$ cat config.mk
export PLATFORM = sky130hd
export DESIGN_NAME = gosm_output_mux
export DESIGN_NICKNAME = d
export VERILOG_FILES = /design/src/shared/gosm_pkg.sv /design/src/shared/gosm_pin_if.sv /design/src/logic/gosm_output_mux.sv /design/src/logic/gosm_pin_mux.sv
export SDC_FILE = /design/constraint.sdc
export NUM_CORES = 1
export LEC_CHECK = 0
export BUFFER_PORTS_ARGS = -buffer_cell sky130_fd_sc_hd__buf_4
export CAP_MARGIN = 10
export CORE_MARGIN = 1
export CORE_UTILIZATION = 51
export DETAILED_ROUTE_END_ITERATION = 16
export GPL_TIMING_DRIVEN = 0
export PLACE_DENSITY_LB_ADDON = 0.25
export SETUP_SLACK_MARGIN = 0.02
export SLEW_MARGIN = 5
export SYNTH_ARGS = -nofsm -noshare
export SYNTH_HDL_FRONTEND = slang
export SYNTH_SLANG_ARGS = --single-unit
$ cat constraint.sdc
create_clock -name clk_sys -period 2 [get_ports clk_sys]
set_input_delay 0.3 -clock clk_sys [delete_from_list [all_inputs] [get_ports clk_sys]]
set_output_delay 0.3 -clock clk_sys [all_outputs]
set_load 0.01 [all_outputs]
$ cat src/shared/gosm_pkg.sv
// Constants for the output source multiplexer of local pins 0 and 1.
// Assumes an 8-bit register address space reached over the serial control bus.
package gosm_pkg;

    // ----------------------------------------------------------------
    // Sizes
    // ----------------------------------------------------------------
    localparam int GOSM_NUM_PINS = 2;
    localparam int GOSM_NUM_PORTS = 2;
    localparam int GOSM_NUM_REMOTE = 4;
    localparam int GOSM_ADDR_W = 8;
    localparam int GOSM_DATA_W = 8;

    // ----------------------------------------------------------------
    // Register offsets and reset values
    // ----------------------------------------------------------------
    localparam logic [7:0] PIN0_OUTPUT_CONTROL_OFFSET = 8'h10;
    localparam logic [7:0] PIN1_OUTPUT_CONTROL_OFFSET = 8'h11;
    localparam logic [7:0] PIN_OUTPUT_CONTROL_RESET = 8'h00;
    localparam logic [7:0] UNMAPPED_READ_VALUE = 8'h00;

    // ----------------------------------------------------------------
    // Field positions
    // ----------------------------------------------------------------
    localparam int SEL_MSB = 7;
    localparam int SEL_LSB = 5;
    localparam int SRC_MSB = 4;
    localparam int SRC_LSB = 2;
    localparam int VAL_BIT = 1;
    localparam int EN_BIT = 0;

    // ----------------------------------------------------------------
    // Source codes
    // ----------------------------------------------------------------
    localparam logic [2:0] SRC_RX_PORT0 = 3'h0;
    localparam logic [2:0] SRC_RX_PORT1 = 3'h1;
    localparam logic [2:0] SRC_DEVICE = 3'h4;

    // ----------------------------------------------------------------
    // Select codes, receive port source
    // ----------------------------------------------------------------
    localparam logic [2:0] SEL_RX_GPIO_LAST = 3'h3;
    localparam logic [2:0] SEL_RX_LOCK = 3'h4;
    localparam logic [2:0] SEL_RX_PASS = 3'h5;

    // ----------------------------------------------------------------
    // Select codes, device status source
    // ----------------------------------------------------------------
    localparam logic [2:0] SEL_DEV_REG_VALUE = 3'h0;
    localparam logic [2:0] SEL_DEV_OR_LOCK = 3'h1;
    localparam logic [2:0] SEL_DEV_AND_LOCK = 3'h2;
    localparam logic [2:0] SEL_DEV_AND_PASS = 3'h3;
    localparam logic [2:0] SEL_DEV_FRAME_SYNC = 3'h4;

endpackage : gosm_pkg
$ cat src/shared/gosm_pin_if.sv
// Carrier between the register/driver top and one pin's source decoder.
// Assumes the top drives control and status, the decoder returns a level.
`timescale 1ns/1ps
`default_nettype none

interface gosm_pin_if;
    logic [7:0] ctrl;
    logic [1:0][3:0] rx_gpio;
    logic [1:0] rx_lock;
    logic [1:0] rx_pass;
    logic [1:0] rx_port_enable;
    logic frame_sync;
    logic level;

    modport drv (
        output ctrl,
        output rx_gpio,
        output rx_lock,
        output rx_pass,
        output rx_port_enable,
        output frame_sync,
        input level
    );

    modport mux (
        input ctrl,
        input rx_gpio,
        input rx_lock,
        input rx_pass,
        input rx_port_enable,
        input frame_sync,
        output level
    );
endinterface : gosm_pin_if

`default_nettype wire

$ cat src/logic/gosm_output_mux.sv
// Output source multiplexer and driver control for local pins 0 and 1.
// Assumes register accesses arrive as one-cycle strobes from the serial
// control bus slave, and that lock, pass, remote GPIO and frame sync come
// from logic on clk_sys.
`timescale 1ns/1ps
`default_nettype none

module gosm_output_mux #(
    parameter int NUM_PINS = gosm_pkg::GOSM_NUM_PINS
) (
    input wire logic clk_sys,
    input wire logic rst_n,
    input wire logic reg_wr_en,
    input wire logic reg_rd_en,
    input wire logic [7:0] reg_addr,
    input wire logic [7:0] reg_wdata,
    output logic [7:0] reg_rdata,
    output logic reg_rd_valid,
    input wire logic [1:0][3:0] rx_remote_gpio,
    input wire logic [1:0] rx_lock,
    input wire logic [1:0] rx_pass,
    input wire logic [1:0] rx_port_enable,
    input wire logic frame_sync_signal,
    output logic [NUM_PINS-1:0] pin_out,
    output logic [NUM_PINS-1:0] pin_oe
);

    // ----------------------------------------------------------------
    // Register map
    // ----------------------------------------------------------------
    localparam logic [1:0][7:0] CTRL_OFFSET = {
        gosm_pkg::PIN1_OUTPUT_CONTROL_OFFSET,
        gosm_pkg::PIN0_OUTPUT_CONTROL_OFFSET
    };

    logic [NUM_PINS-1:0][7:0] ctrl_q;
    logic [NUM_PINS-1:0] level;
    logic [NUM_PINS-1:0] pin_out_q;
    logic [NUM_PINS-1:0] pin_oe_q;
    logic [7:0] rdata_d;
    logic [7:0] rdata_q;
    logic rd_valid_q;

    // ----------------------------------------------------------------
    // Per-pin control, decode and drivers
    // ----------------------------------------------------------------
    generate
        for (genvar i = 0; i < NUM_PINS; i++) begin : g_pin
            gosm_pin_if pin_bus ();

            assign pin_bus.ctrl = ctrl_q[i];
            assign pin_bus.rx_gpio = rx_remote_gpio;
            assign pin_bus.rx_lock = rx_lock;
            assign pin_bus.rx_pass = rx_pass;
            assign pin_bus.rx_port_enable = rx_port_enable;
            assign pin_bus.frame_sync = frame_sync_signal;
            assign level[i] = pin_bus.level;

            gosm_pin_mux u_mux (
                .pin(pin_bus.mux)
            );

            // Same field layout for every pin; only the offset differs
            always_ff @(posedge clk_sys or negedge rst_n) begin
                if (!rst_n) begin
                    ctrl_q[i] <= gosm_pkg::PIN_OUTPUT_CONTROL_RESET;
                end else if (reg_wr_en && reg_addr == CTRL_OFFSET[i]) begin
                    ctrl_q[i] <= reg_wdata;
                end
            end

            // Registered level keeps the pin free of decode glitches
            always_ff @(posedge clk_sys or negedge rst_n) begin
                if (!rst_n) begin
                    pin_out_q[i] <= 1'b0;
                end else begin
                    pin_out_q[i] <= level[i];
                end
            end

            always_ff @(posedge clk_sys or negedge rst_n) begin
                if (!rst_n) begin
                    pin_oe_q[i] <= 1'b0;
                end else begin
                    pin_oe_q[i] <= ctrl_q[i][gosm_pkg::EN_BIT];
                end
            end

            // --------------------------------------------------------
            // Checks on this pin
            // --------------------------------------------------------
            property p_rx_gpio;
                @(posedge clk_sys) disable iff (!rst_n)
                (ctrl_q[i][4:3] == 2'b00 && ctrl_q[i][7:5] <= gosm_pkg::SEL_RX_GPIO_LAST)
                |=> pin_out_q[i] ==
                    $past(rx_remote_gpio[ctrl_q[i][2]][ctrl_q[i][6:5]]);
            endproperty
            a_rx_gpio: assert property (p_rx_gpio)
                else $error("Pin does not follow remote GPIO of chosen port");

            property p_rx_lock_pass;
                @(posedge clk_sys) disable iff (!rst_n)
                (ctrl_q[i][4:3] == 2'b00 && ctrl_q[i][7:6] == 2'b10)
                |=> pin_out_q[i] == ($past(ctrl_q[i][5]) ?
                    $past(rx_pass[ctrl_q[i][2]]) : $past(rx_lock[ctrl_q[i][2]]));
            endproperty
            a_rx_lock_pass: assert property (p_rx_lock_pass)
                else $error("Pin does not carry port lock or pass");

            property p_src_reserved;
                @(posedge clk_sys) disable iff (!rst_n)
                (ctrl_q[i][4:3] == 2'b01 ||
                 (ctrl_q[i][4] && ctrl_q[i][3:2] != 2'b00))
                |=> !pin_out_q[i];
            endproperty
            a_src_reserved: assert property (p_src_reserved)
                else $error("Reserved source code drives a high level");

            property p_dev_reg_value;
                @(posedge clk_sys) disable iff (!rst_n)
                ctrl_q[i][7:2] == {gosm_pkg::SEL_DEV_REG_VALUE, gosm_pkg::SRC_DEVICE}
                |=> pin_out_q[i] == $past(ctrl_q[i][gosm_pkg::VAL_BIT]);
            endproperty
            a_dev_reg_value: assert property (p_dev_reg_value)
                else $error("Pin does not carry its value bit");

            property p_dev_or_lock;
                @(posedge clk_sys) disable iff (!rst_n)
                ctrl_q[i][7:2] == {gosm_pkg::SEL_DEV_OR_LOCK, gosm_pkg::SRC_DEVICE}
                |=> pin_out_q[i] == (|($past(rx_lock) & $past(rx_port_enable)));
            endproperty
            a_dev_or_lock: assert property (p_dev_or_lock)
                else $error("OR of enabled lock is wrong");

            property p_dev_and_lock;
                @(posedge clk_sys) disable iff (!rst_n)
                ctrl_q[i][7:2] == {gosm_pkg::SEL_DEV_AND_LOCK, gosm_pkg::SRC_DEVICE}
                |=> pin_out_q[i] == ((|$past(rx_port_enable)) &&
                    (($past(rx_lock) & $past(rx_port_enable)) == $past(rx_port_enable)));
            endproperty
            a_dev_and_lock: assert property (p_dev_and_lock)
                else $error("AND of enabled lock is wrong");

            property p_dev_and_pass;
                @(posedge clk_sys) disable iff (!rst_n)
                ctrl_q[i][7:2] == {gosm_pkg::SEL_DEV_AND_PASS, gosm_pkg::SRC_DEVICE}
                |=> pin_out_q[i] == ((|$past(rx_port_enable)) &&
                    (($past(rx_pass) & $past(rx_port_enable)) == $past(rx_port_enable)));
            endproperty
            a_dev_and_pass: assert property (p_dev_and_pass)
                else $error("AND of enabled pass is wrong");

            property p_dev_frame_sync;
                @(posedge clk_sys) disable iff (!rst_n)
                ctrl_q[i][7:2] == {gosm_pkg::SEL_DEV_FRAME_SYNC, gosm_pkg::SRC_DEVICE}
                |=> pin_out_q[i] == $past(frame_sync_signal);
            endproperty
            a_dev_frame_sync: assert property (p_dev_frame_sync)
                else $error("Pin does not carry frame sync");

            property p_value_write;
                @(posedge clk_sys) disable iff (!rst_n)
                (reg_wr_en && reg_addr == CTRL_OFFSET[i] &&
                 reg_wdata[7:2] == {gosm_pkg::SEL_DEV_REG_VALUE, gosm_pkg::SRC_DEVICE})
                |=> ##1 pin_out_q[i] == $past(reg_wdata[gosm_pkg::VAL_BIT], 2);
            endproperty
            a_value_write: assert property (p_value_write)
                else $error("Written value bit not on pin two cycles later");

            property p_enable;
                @(posedge clk_sys) disable iff (!rst_n)
                (reg_wr_en && reg_addr == CTRL_OFFSET[i])
                |=> ##1 pin_oe_q[i] == $past(reg_wdata[gosm_pkg::EN_BIT], 2);
            endproperty
            a_enable: assert property (p_enable)
                else $error("Driver enable does not follow bit 0");

            property p_dev_reserved_sel;
                @(posedge clk_sys) disable iff (!rst_n)
                (ctrl_q[i][4:2] == gosm_pkg::SRC_DEVICE && ctrl_q[i][7:5] > 3'h4) ||
                (ctrl_q[i][4:3] == 2'b00 && ctrl_q[i][7:6] == 2'b11)
                |=> !pin_out_q[i];
            endproperty
            a_dev_reserved_sel: assert property (p_dev_reserved_sel)
                else $error("Reserved select code drives a high level");

            property p_ctrl_write;
                @(posedge clk_sys) disable iff (!rst_n)
                (reg_wr_en && reg_addr == CTRL_OFFSET[i])
                |=> ctrl_q[i] == $past(reg_wdata);
            endproperty
            a_ctrl_write: assert property (p_ctrl_write)
                else $error("Write to own offset not stored");

            property p_ctrl_hold;
                @(posedge clk_sys) disable iff (!rst_n)
                !(reg_wr_en && reg_addr == CTRL_OFFSET[i])
                |=> $stable(ctrl_q[i]);
            endproperty
            a_ctrl_hold: assert property (p_ctrl_hold)
                else $error("Control changed without a write to its offset");

            property p_oe_off;
                @(posedge clk_sys) disable iff (!rst_n)
                !ctrl_q[i][gosm_pkg::EN_BIT] |=> !pin_oe_q[i];
            endproperty
            a_oe_off: assert property (p_oe_off)
                else $error("Driver enabled while bit 0 is clear");

            property p_read_ctrl;
                @(posedge clk_sys) disable iff (!rst_n)
                (reg_rd_en && reg_addr == CTRL_OFFSET[i])
                |=> rd_valid_q && rdata_q == $past(ctrl_q[i]);
            endproperty
            a_read_ctrl: assert property (p_read_ctrl)
                else $error("Control byte does not read back at its offset");
        end
    endgenerate

    // ----------------------------------------------------------------
    // Register read
    // ----------------------------------------------------------------
    always_comb begin
        rdata_d = gosm_pkg::UNMAPPED_READ_VALUE;
        for (int k = 0; k < NUM_PINS; k++) begin
            if (reg_addr == CTRL_OFFSET[k]) begin
                rdata_d = ctrl_q[k];
            end
        end
    end

    // Read-before-write: a same-cycle write shows on the next read only
    always_ff @(posedge clk_sys or negedge rst_n) begin
        if (!rst_n) begin
            rdata_q <= 8'h00;
        end else if (reg_rd_en) begin
            rdata_q <= rdata_d;
        end
    end

    always_ff @(posedge clk_sys or negedge rst_n) begin
        if (!rst_n) begin
            rd_valid_q <= 1'b0;
        end else begin
            rd_valid_q <= reg_rd_en;
        end
    end

    property p_pin1_readback;
        @(posedge clk_sys) disable iff (!rst_n)
        (reg_wr_en && reg_addr == gosm_pkg::PIN1_OUTPUT_CONTROL_OFFSET)
        ##1 (reg_rd_en && !reg_wr_en && reg_addr == gosm_pkg::PIN1_OUTPUT_CONTROL_OFFSET)
        |=> rd_valid_q && rdata_q == $past(reg_wdata, 2);
    endproperty
    a_pin1_readback: assert property (p_pin1_readback)
        else $error("Pin 1 control does not read back at 0x11");

    // ----------------------------------------------------------------
    // Read port checks
    // ----------------------------------------------------------------
    property p_rd_valid;
        @(posedge clk_sys) disable iff (!rst_n)
        1'b1 |=> rd_valid_q == $past(reg_rd_en);
    endproperty
    a_rd_valid: assert property (p_rd_valid)
        else $error("Read valid is not one cycle after the read strobe");

    property p_rd_hold;
        @(posedge clk_sys) disable iff (!rst_n)
        !reg_rd_en |=> $stable(rdata_q);
    endproperty
    a_rd_hold: assert property (p_rd_hold)
        else $error("Read data changed without a read strobe");

    // Unmapped offsets read as a fixed value, never stale data
    property p_unmapped_read;
        @(posedge clk_sys) disable iff (!rst_n)
        (reg_rd_en && reg_addr != gosm_pkg::PIN0_OUTPUT_CONTROL_OFFSET &&
         reg_addr != gosm_pkg::PIN1_OUTPUT_CONTROL_OFFSET)
        |=> rdata_q == gosm_pkg::UNMAPPED_READ_VALUE;
    endproperty
    a_unmapped_read: assert property (p_unmapped_read)
        else $error("Unmapped offset does not read the fixed value");

    // ----------------------------------------------------------------
    // Outputs
    // ----------------------------------------------------------------
    assign pin_out = pin_out_q;
    assign pin_oe = pin_oe_q;
    assign reg_rdata = rdata_q;
    assign reg_rd_valid = rd_valid_q;

endmodule // gosm_output_mux

`default_nettype wire

$ cat src/logic/gosm_pin_mux.sv
// Combinational source decoder for one local output pin.
// Assumes all inputs are synchronous to the caller's clock.
`timescale 1ns/1ps
`default_nettype none

module gosm_pin_mux (
    gosm_pin_if.mux pin
);

    logic [2:0] sel;
    logic [2:0] src;
    logic port_idx;
    logic any_en;
    logic or_lock;
    logic and_lock;
    logic and_pass;

    assign sel = pin.ctrl[gosm_pkg::SEL_MSB:gosm_pkg::SEL_LSB];
    assign src = pin.ctrl[gosm_pkg::SRC_MSB:gosm_pkg::SRC_LSB];
    assign port_idx = src[0];
    assign any_en = |pin.rx_port_enable;
    // Empty port set reads low for the AND forms too, never a false "all locked"
    assign or_lock = |(pin.rx_lock & pin.rx_port_enable);
    assign and_lock = any_en && (&(pin.rx_lock | ~pin.rx_port_enable));
    assign and_pass = any_en && (&(pin.rx_pass | ~pin.rx_port_enable));

    // ----------------------------------------------------------------
    // Source and select decode
    // ----------------------------------------------------------------
    always_comb begin
        pin.level = 1'b0;
        if (src == gosm_pkg::SRC_RX_PORT0 || src == gosm_pkg::SRC_RX_PORT1) begin
            if (sel <= gosm_pkg::SEL_RX_GPIO_LAST) begin
                pin.level = pin.rx_gpio[port_idx][sel[1:0]];
            end else if (sel == gosm_pkg::SEL_RX_LOCK) begin
                pin.level = pin.rx_lock[port_idx];
            end else if (sel == gosm_pkg::SEL_RX_PASS) begin
                pin.level = pin.rx_pass[port_idx];
            end
        end else if (src == gosm_pkg::SRC_DEVICE) begin
            case (sel)
                gosm_pkg::SEL_DEV_REG_VALUE: pin.level = pin.ctrl[gosm_pkg::VAL_BIT];
                gosm_pkg::SEL_DEV_OR_LOCK: pin.level = or_lock;
                gosm_pkg::SEL_DEV_AND_LOCK: pin.level = and_lock;
                gosm_pkg::SEL_DEV_AND_PASS: pin.level = and_pass;
                gosm_pkg::SEL_DEV_FRAME_SYNC: pin.level = pin.frame_sync;
                default: pin.level = 1'b0;
            endcase
        end
    end

endmodule // gosm_pin_mux

`default_nettype wire

Word level (Yosys, flattened, before mapping)
Index checks and enable logic that the tools add are counted.
- multiplexer cells: 30
- reduce and logical (&&, ||, !) cells: 14
- order comparisons: 6
- bitwise operators: 4
- equality and inequality tests: 16
- operators by type and width (operator ; number):
    $mux W1 ; 20
    $eq A3 B3 Y1 const B ; 6
    $eq A8 B5 Y1 const B ; 2
    $mux W4 ; 4
    $mux W8 ; 2
    $eq A3 B1 Y1 const B ; 4
    $eq A3 B2 Y1 const B ; 4
    $logic_not A3 Y1 ; 4
    $pmux W1 S5 ; 2
    $le A3 B2 Y1 const B ; 2
    $lt A2 B3 Y1 const B ; 2
    $bmux W1 S2 ; 2
    $logic_and A1 B1 Y1 ; 4
    $lt A1 B2 Y1 const B ; 2
    $or A2 B2 Y2 ; 2
    $reduce_and A2 Y1 ; 2
    $reduce_or A2 Y1 ; 2
    $and A2 B2 Y2 ; 1
    $logic_or A1 B1 Y1 ; 2
    $not A2 Y2 ; 1
- register bits after elaboration: 29
- output and inout port bits: 13

Depth between registers and ports, before layout
Gate-level depths: netlist of run 1.
- depth in word-level cells: 7
- mapped depth: 7
- gate-level depth less buffers: 5

By module
Synthesis of run 1 repeated with hierarchy kept, for this count alone.
- cell total of the unflattened synthesis: 141
- area, all modules: 1626.6 µm²
- modules (own cells, without submodules) (module ; cells each ; instances ; area each (µm²)):
    gosm_output_mux ; 85 ; 1 ; 1183.6
    gosm_pin_mux ; 28 ; 2 ; 221.5

Worst setup path after synthesis of run 1
No wires, ideal clock.
- kind: input to register
- from: in reg_addr[7]
- to: reg ctrl_q (netlist bit g_pin[0].pin_bus.ctrl[0])
- arrival: 1.577 ns
- data required time: 1.875 ns
- cell stages on the path: 5
- setup time: 0.125 ns
- setup slack: 0.298 ns
- cell sequence: or4_4 -> nor2_8 -> nand3_4 -> nor2_8 -> mux2_4
- word-level cells in the longest chain between the ends: 2
- RTL lines (element ; line ; text):
    start, declared ; gosm_output_mux.sv:15 ; input wire logic [7:0] reg_addr,
    $eq A8 B5 Y1 ; gosm_output_mux.sv:67 ; end else if (reg_wr_en && reg_addr == CTRL_OFFSET[i]) begin
    $logic_and A1 B1 Y1 ; gosm_output_mux.sv:67 ;
    end signal, assigned by index ; gosm_output_mux.sv:66 ; ctrl_q[i] <= gosm_pkg::PIN_OUTPUT_CONTROL_RESET;
    end signal, assigned by index ; gosm_output_mux.sv:68 ; ctrl_q[i] <= reg_wdata;
    end, declared ; gosm_output_mux.sv:36 ; logic [NUM_PINS-1:0][7:0] ctrl_q;
No other way between the ends.
A chain may end at the register's enable or synchronous reset.

Worst setup path in the final report of run 1
- from: reg ctrl_q (netlist bit g_pin[1].pin_bus.ctrl[5])
- to: reg pin_out_q[1], in the netlist pin_out[1]
- word-level cells in the longest chain between the ends: 5
- elaborated cells on any way between the ends: 15
- RTL lines (element ; line ; text):
    $eq A3 B3 Y1 ; gosm_pin_mux.sv:37 ; end else if (sel == gosm_pkg::SEL_RX_PASS) begin
    $mux W1 ; gosm_pin_mux.sv:37 ;
    $mux W1 ; gosm_pin_mux.sv:35 ; end else if (sel == gosm_pkg::SEL_RX_LOCK) begin
    $mux W1 ; gosm_pin_mux.sv:33 ; if (sel <= gosm_pkg::SEL_RX_GPIO_LAST) begin
    $mux W1 * ; gosm_pin_mux.sv:32 ; if (src == gosm_pkg::SRC_RX_PORT0 || src == gosm_pkg::SRC_RX_PORT1) begin
    via g_pin[1].pin_bus.level ; gosm_pin_if.sv:13 ; logic level;
    end signal, assigned by index ; gosm_output_mux.sv:77 ; pin_out_q[i] <= level[i];
    end, declared ; gosm_output_mux.sv:38 ; logic [NUM_PINS-1:0] pin_out_q;
The timed path passes the listed nets; every way through them passes the cells marked *. The select of a mux whose other input is x is not followed.

==> metrics.txt, run 1 <==
crit path time final=1.76 ns; # IOs=48; Seq/Total Area, Yosys=0.447; fillers=239; post-CTS setup buffer count=0; internal power=877 µW; CP Capture Type=register; Logic pwr share=0.196; Final setup viols=0; PostCTS Resize Cnt=0; Port Buffers=46; root buf cell=clkbuf_4; Rel. slew slack=0.651; CTS Hold Bufs=1; drt first-iter violations=47; cells after synthesis=134; sequential power share=0.530; Worst Path Required=2.20 ns; Clock transition at path regs=0.08 ns; largest net degree at the start of global routing=30; Diodes inserted=0; Warnings, synthesis=0; share of the synthesized area in the top cell type=0.447; HPWL after detailed placement=2.58 mm; unrepaired setup endpoints after global routing=false; TNS Setup=0 ns; skew final=0.00543 ns; drt total wl=3.37 mm; TritonCTS Sinks=29; first-pass GRT wire length=5.93 mm; worst setup margin=0.241 ns; Max Clk Rate=568 MHz; sw frac=0.259; Worst Hold Endpoint=reg_rd_valid; dominant synthesized flop cell=dfrtp_1; initial core utilization=0.536; Slew Viols, Final=0; Distinct cells, synth=36; Post-Syn Area=1620 µm²; VDD IR max=397 µV; worst hold path type=in -> reg; GP Congestion=0.861; Net Sw Power=306 µW; DRT antenna net count=0; die area=3410 µm²; num rows=20; Reg2Reg Depth=6; Max Cap Viol=0; H-tree levels=2; GRT overflow=0; Hold Path Depth=1; P_leak=0.000983 µW; Syn Area/Cell=12.1 µm²; CP Launch Type=register; DIE WIDTH=58.4 µm; WS Path Type=reg -> reg; GRT Total Usage=0.240; final hold vios=0; Crit Path Max Fanout=10; dpl ws=0.127 ns; CORE AREA=3030 µm²; flops & latches, synth=29; vias post-DR=1275; TritonRoute pass-1 iters=4; # nets final=223; post-synth top area cell=dfrtp_1; initial antenna violation count=0; DR vias/cell=5.47; Post-synth EDFFs=0; Final Cycle Share=0.880; clk buf depth=2; WHS=0.0879 ns; R2R setup slack=0.24 ns; FFs w/ async S/R, synth=1.00; largest stage delay on the critical path=0.41 ns; FF-to-FF Start=g_pin[1].pin_bus.ctrl[5]; clock network power share=0.274; layout cell share with drive strength beyond 1=0.429; TritonCTS buffer count=5; Synthesized Nets=169; CP startpoint=g_pin[1].pin_bus.ctrl[5]; Reg-to-Reg End=pin_out[1]; outcome=completed; drc violations=0; Slowest cell on crit path=clkbuf_1; Worst Max-Slew Pin Slew=0.511 ns; vias in the first global route=1312; critical-path cell list=buf_2 > clkbuf_1 > mux4_2 > nor3_1 > a21oi_1 > o2bb2ai_1; Skew-Pair Late Insertion Delay=0.32 ns; hold path startpoint=reg_rd_en; power density over the cells=568 nW/µm²; Worst EP arrival=1.96 ns; die height=58.4 µm; P&R area growth vs syn=28.3%; Routed WL per cell=14.5 µm; CTS tree=built; synth top area cells=dfrtp_1, mux2i_1, mux2_4, mux2_2, mux4_2
==> power by group through the flow <==
stage	Clock [µW]	Sequential (µW)	Combinational (µW)
CTS	337	627	235
global placement	0	637	227
finish	324	626	232
floorplan	0	639	118
global route	370	631	258
detailed placement	0	638	232
==> layout make-up <==
type / instances / area, µm² / area share
Inverter: 10 / 37.5 / 0.0180
Tap cell: 44 / 55.1 / 0.0264
Multi-Input combinational cell: 86 / 818 / 0.393
Sequential cell: 29 / 726 / 0.349
Buffer: 9 / 41.3 / 0.0198
Timing Repair Buffer: 47 / 355 / 0.171
Clock buffer: 8 / 48.8 / 0.0234
==> cell usage after synthesis, types with 2 or more instances <==
cell       number
buf_2           3
o22ai_1         9
o221ai_1        2
nand2_1         3
nor2_8          2
dfrtp_1        29
mux4_2          4
a21oi_1         2
nand3_1         2
inv_1          10
mux2_4          8
nor3_1          4
o21ai_0         3
nor2_1          6
mux2i_1        13
a2111oi_0       2
mux2_2          9
clkbuf_1        5
==> worst max path at each step <==
stage	slack, ns	to
after floorplan	0.30	g_pin[0].pin_bus.ctrl[0]
after global placement	0.13	g_pin[0].pin_bus.ctrl[5]
after detailed placement	0.13	g_pin[0].pin_bus.ctrl[3]
after CTS	0.25	pin_out[1]
after global routing	0.08	pin_out[1]
final	0.24	pin_out[1]
==> logic make-up after synthesis <==
| group | Yosys count | synth area share |
|---|---|---|
| muxes | 34 | 0.272 |
| DFF | 29 | 0.447 |
| AOI/OAI and AO/OA | 26 | 0.112 |
| and+or+nand+nor | 26 | 0.120 |
| buffers and inverters | 19 | 0.0486 |
==> metrics by stage <==
stage / cell area, µm² / instances / power, µW / util
6_report: 2080 / 233 / 1180 / 0.688
5_1_grt: 2080 / 233 / 1260 / 0.688
4_1_cts: 2080 / 233 / 1200 / 0.688
3_5_place_dp: 2020 / 224 / 871 / 0.668
3_3_place_gp: 2020 / 224 / 864 / 0.668
2_1_floorplan: 1620 / 134 / 757 / -
==> sequential cells by signal (all words and copies together) (netlist names) <==
| name | cells |
|---|---|
| g_pin.pin_bus.ctrl | 16 |
| reg_rdata | 8 |
| pin_oe | 2 |
| pin_out | 2 |
| reg_rd_valid | 1 |
==> critical path: cells and delay by family (launching register included) <==
kind | cells | cell delay (ns)
muxes | 1 | 0.38
AOI/OAI and AO/OA | 2 | 0.23
and+or+nand+nor | 1 | 0.15
buffers and inverters | 2 | 0.57
DFF | 1 | 0.32
==> cell usage in the layout (no fill, tap or decap), types with 2 or more instances in the layout <==
cell type and instances:
mux2_2 9, mux4_2 4, inv_1 10, mux2i_1 13, clkbuf_1 8, o21ai_0 3
o22ai_1 9, buf_4 47, o221ai_1 2, buf_2 3, a2111oi_0 2, nor2_8 2
nand3_1 2, nor3_1 4, nand2_1 3, mux2_4 8, clkbuf_4 5, a21oi_1 2
nor2_1 6, dfrtp_1 29
==> layer usage <==
metal,wire length (µm),track usage,up-vias
met5,0,0,-
met4,71,0.105,0
met3,141,0.0549,10
met2,1680,0.384,42
met1,1480,0.314,613
li1,-,-,610
Power figures use the tool's default switching activity.
==> run 2, diff against run 1 <==
--- a/config.mk
+++ b/config.mk
@@ -11,6 +11,7 @@
 export CORE_UTILIZATION = 51
 export DETAILED_ROUTE_END_ITERATION = 16
 export GPL_TIMING_DRIVEN = 0
+export MAX_ROUTING_LAYER = met4
 export PLACE_DENSITY_LB_ADDON = 0.25
 export SETUP_SLACK_MARGIN = 0.02
 export SLEW_MARGIN = 5
==> run 2 against run 1 <==
  * First-iteration DRC count fell by 2.1%
  * Total power rose by 0.13%
  * Fmax fell by 0.91%
  * Count of clock-buffer cells in the layout did not move
  * Worst hold slack improved by 0.0036 ns
  * Critical endpoint unchanged
  * Largest cell class unchanged
==> metrics.txt, run 2 (synthesized netlist as in run 1, its figures left out) <==
outcome=completed; Final setup viols=0; DIE WIDTH=58.4 µm; drc violations=0; CORE AREA=3030 µm²; unrepaired setup endpoints after global routing=false; Skew-Pair Late Insertion Delay=0.32 ns; Rel. slew slack=0.651; # IOs=48; vias post-DR=1292; Worst EP arrival=1.98 ns; Reg2Reg Depth=6; Diodes inserted=0; Clock transition at path regs=0.09 ns; WS Path Type=reg -> reg; Hold Path Depth=1; H-tree levels=2; largest net degree at the start of global routing=30; die area=3410 µm²; CP Launch Type=register; Reg-to-Reg End=pin_out[1]; VDD IR max=412 µV; layout cell share with drive strength beyond 1=0.429; Final Cycle Share=0.888; crit path time final=1.78 ns; TritonCTS Sinks=29; Port Buffers=46; TNS Setup=0 ns; first-pass GRT wire length=5.79 mm; die height=58.4 µm; P&R area growth vs syn=28.3%; GRT Total Usage=0.237; P_leak=0.000983 µW; FF-to-FF Start=g_pin[1].pin_bus.ctrl[5]; most common cell after layout, fill and taps aside=buf_4; initial antenna violation count=0; power density over the cells=569 nW/µm²; CP Capture Type=register; Max Cap Viol=0; DR vias/cell=5.55; Slew Viols, Final=0; Worst Max-Slew Pin Slew=0.510 ns; hold path startpoint=reg_rd_en; drt first-iter violations=46; drt total wl=3.49 mm; Routed WL per cell=15.0 µm; root buf cell=clkbuf_4; R2R setup slack=0.22 ns; vias in the first global route=1252; initial core utilization=0.536; Worst Hold Endpoint=reg_rd_valid; worst hold path type=in -> reg; GRT overflow=0; Worst Path Required=2.20 ns; post-CTS setup buffer count=0; Max Clk Rate=563 MHz; DRT antenna net count=0; GP Congestion=0.926; CTS tree=built; max reg flops=16; # nets final=223; dpl ws=0.113 ns; clk buf depth=2; skew final=0.0111 ns; num rows=20; HPWL after detailed placement=2.61 mm; worst setup margin=0.225 ns; commonest non-fill, non-tap cells in the layout=buf_4, dfrtp_1, mux2i_1; TritonCTS buffer count=5; final hold vios=0; TritonRoute pass-1 iters=4; Crit Path Max Fanout=10
[run 2: cell counts in the layout (fill, tap and decap cells not counted)]
Identical to the previous run, type by type.
[run 2: power by group]
group	switching [µW]	internal (µW)	leakage, µW
Clock	183	140	0.0000265
Sequential	15.1	611	0.000396
Combinational	109	126	0.000561
[run 2: repair_timing]
item	4_1_cts	5_1_grt
gates resized for setup	0	0
hold endpoints to repair	29	0
hold buffers	1	0
[run 2: how the worst max path moves through the flow]
stage                                         from                  endpoint  cells past startpoint
final                     g_pin[1].pin_bus.ctrl[5]                pin_out[1]                      6
after CTS                 g_pin[1].pin_bus.ctrl[7]                pin_out[1]                      5
after floorplan                        reg_addr[7]  g_pin[0].pin_bus.ctrl[0]                      5
after detailed placement               reg_addr[7]  g_pin[0].pin_bus.ctrl[7]                      6
after global placement                 reg_addr[7]  g_pin[0].pin_bus.ctrl[5]                      6
after global routing      g_pin[1].pin_bus.ctrl[7]                pin_out[1]                      5
[run 2: cell type report]
| cell class | count | area [µm²] |
|---|---|---|
| tap | 44 | 55.1 |
| fill | 250 | 946 |
| clock buffer | 8 | 48.8 |
| inverter | 10 | 37.5 |
| timing repair buffer | 47 | 355 |
| buffer | 9 | 41.3 |
| multi-input combinational | 86 | 818 |
| sequential | 29 | 726 |
[run 2: routing by layer]
metal | vias up | wire length, µm | track usage
met5 | - | 0 | -
met4 | 0 | 36 | 0.0918
met3 | 4 | 180 | 0.0593
met2 | 42 | 1720 | 0.369
met1 | 640 | 1550 | 0.299
li1 | 606 | - | -
[run 2: worst max-delay path, stage by stage, from the launching register on]
cell	delay [ns]
dfrtp_1	0.32
buf_2	0.16
clkbuf_1	0.42
mux4_2	0.38
nor3_1	0.14
a21oi_1	0.08
o2bb2ai_1	0.15
[run 2: through the flow]
stage / area (µm²) / utilization / instances / hold slack (ns) / total power [µW]
detailed placement: 2020 / 0.668 / 224 / 0.235 / 871
floorplan: 1620 / - / 134 / 0.00441 / 757
global placement: 2020 / 0.668 / 224 / 0.229 / 865
global route: 2080 / 0.688 / 233 / 0.0701 / 1250
CTS: 2080 / 0.688 / 233 / 0.0775 / 1200
finish: 2080 / 0.688 / 233 / 0.0915 / 1180
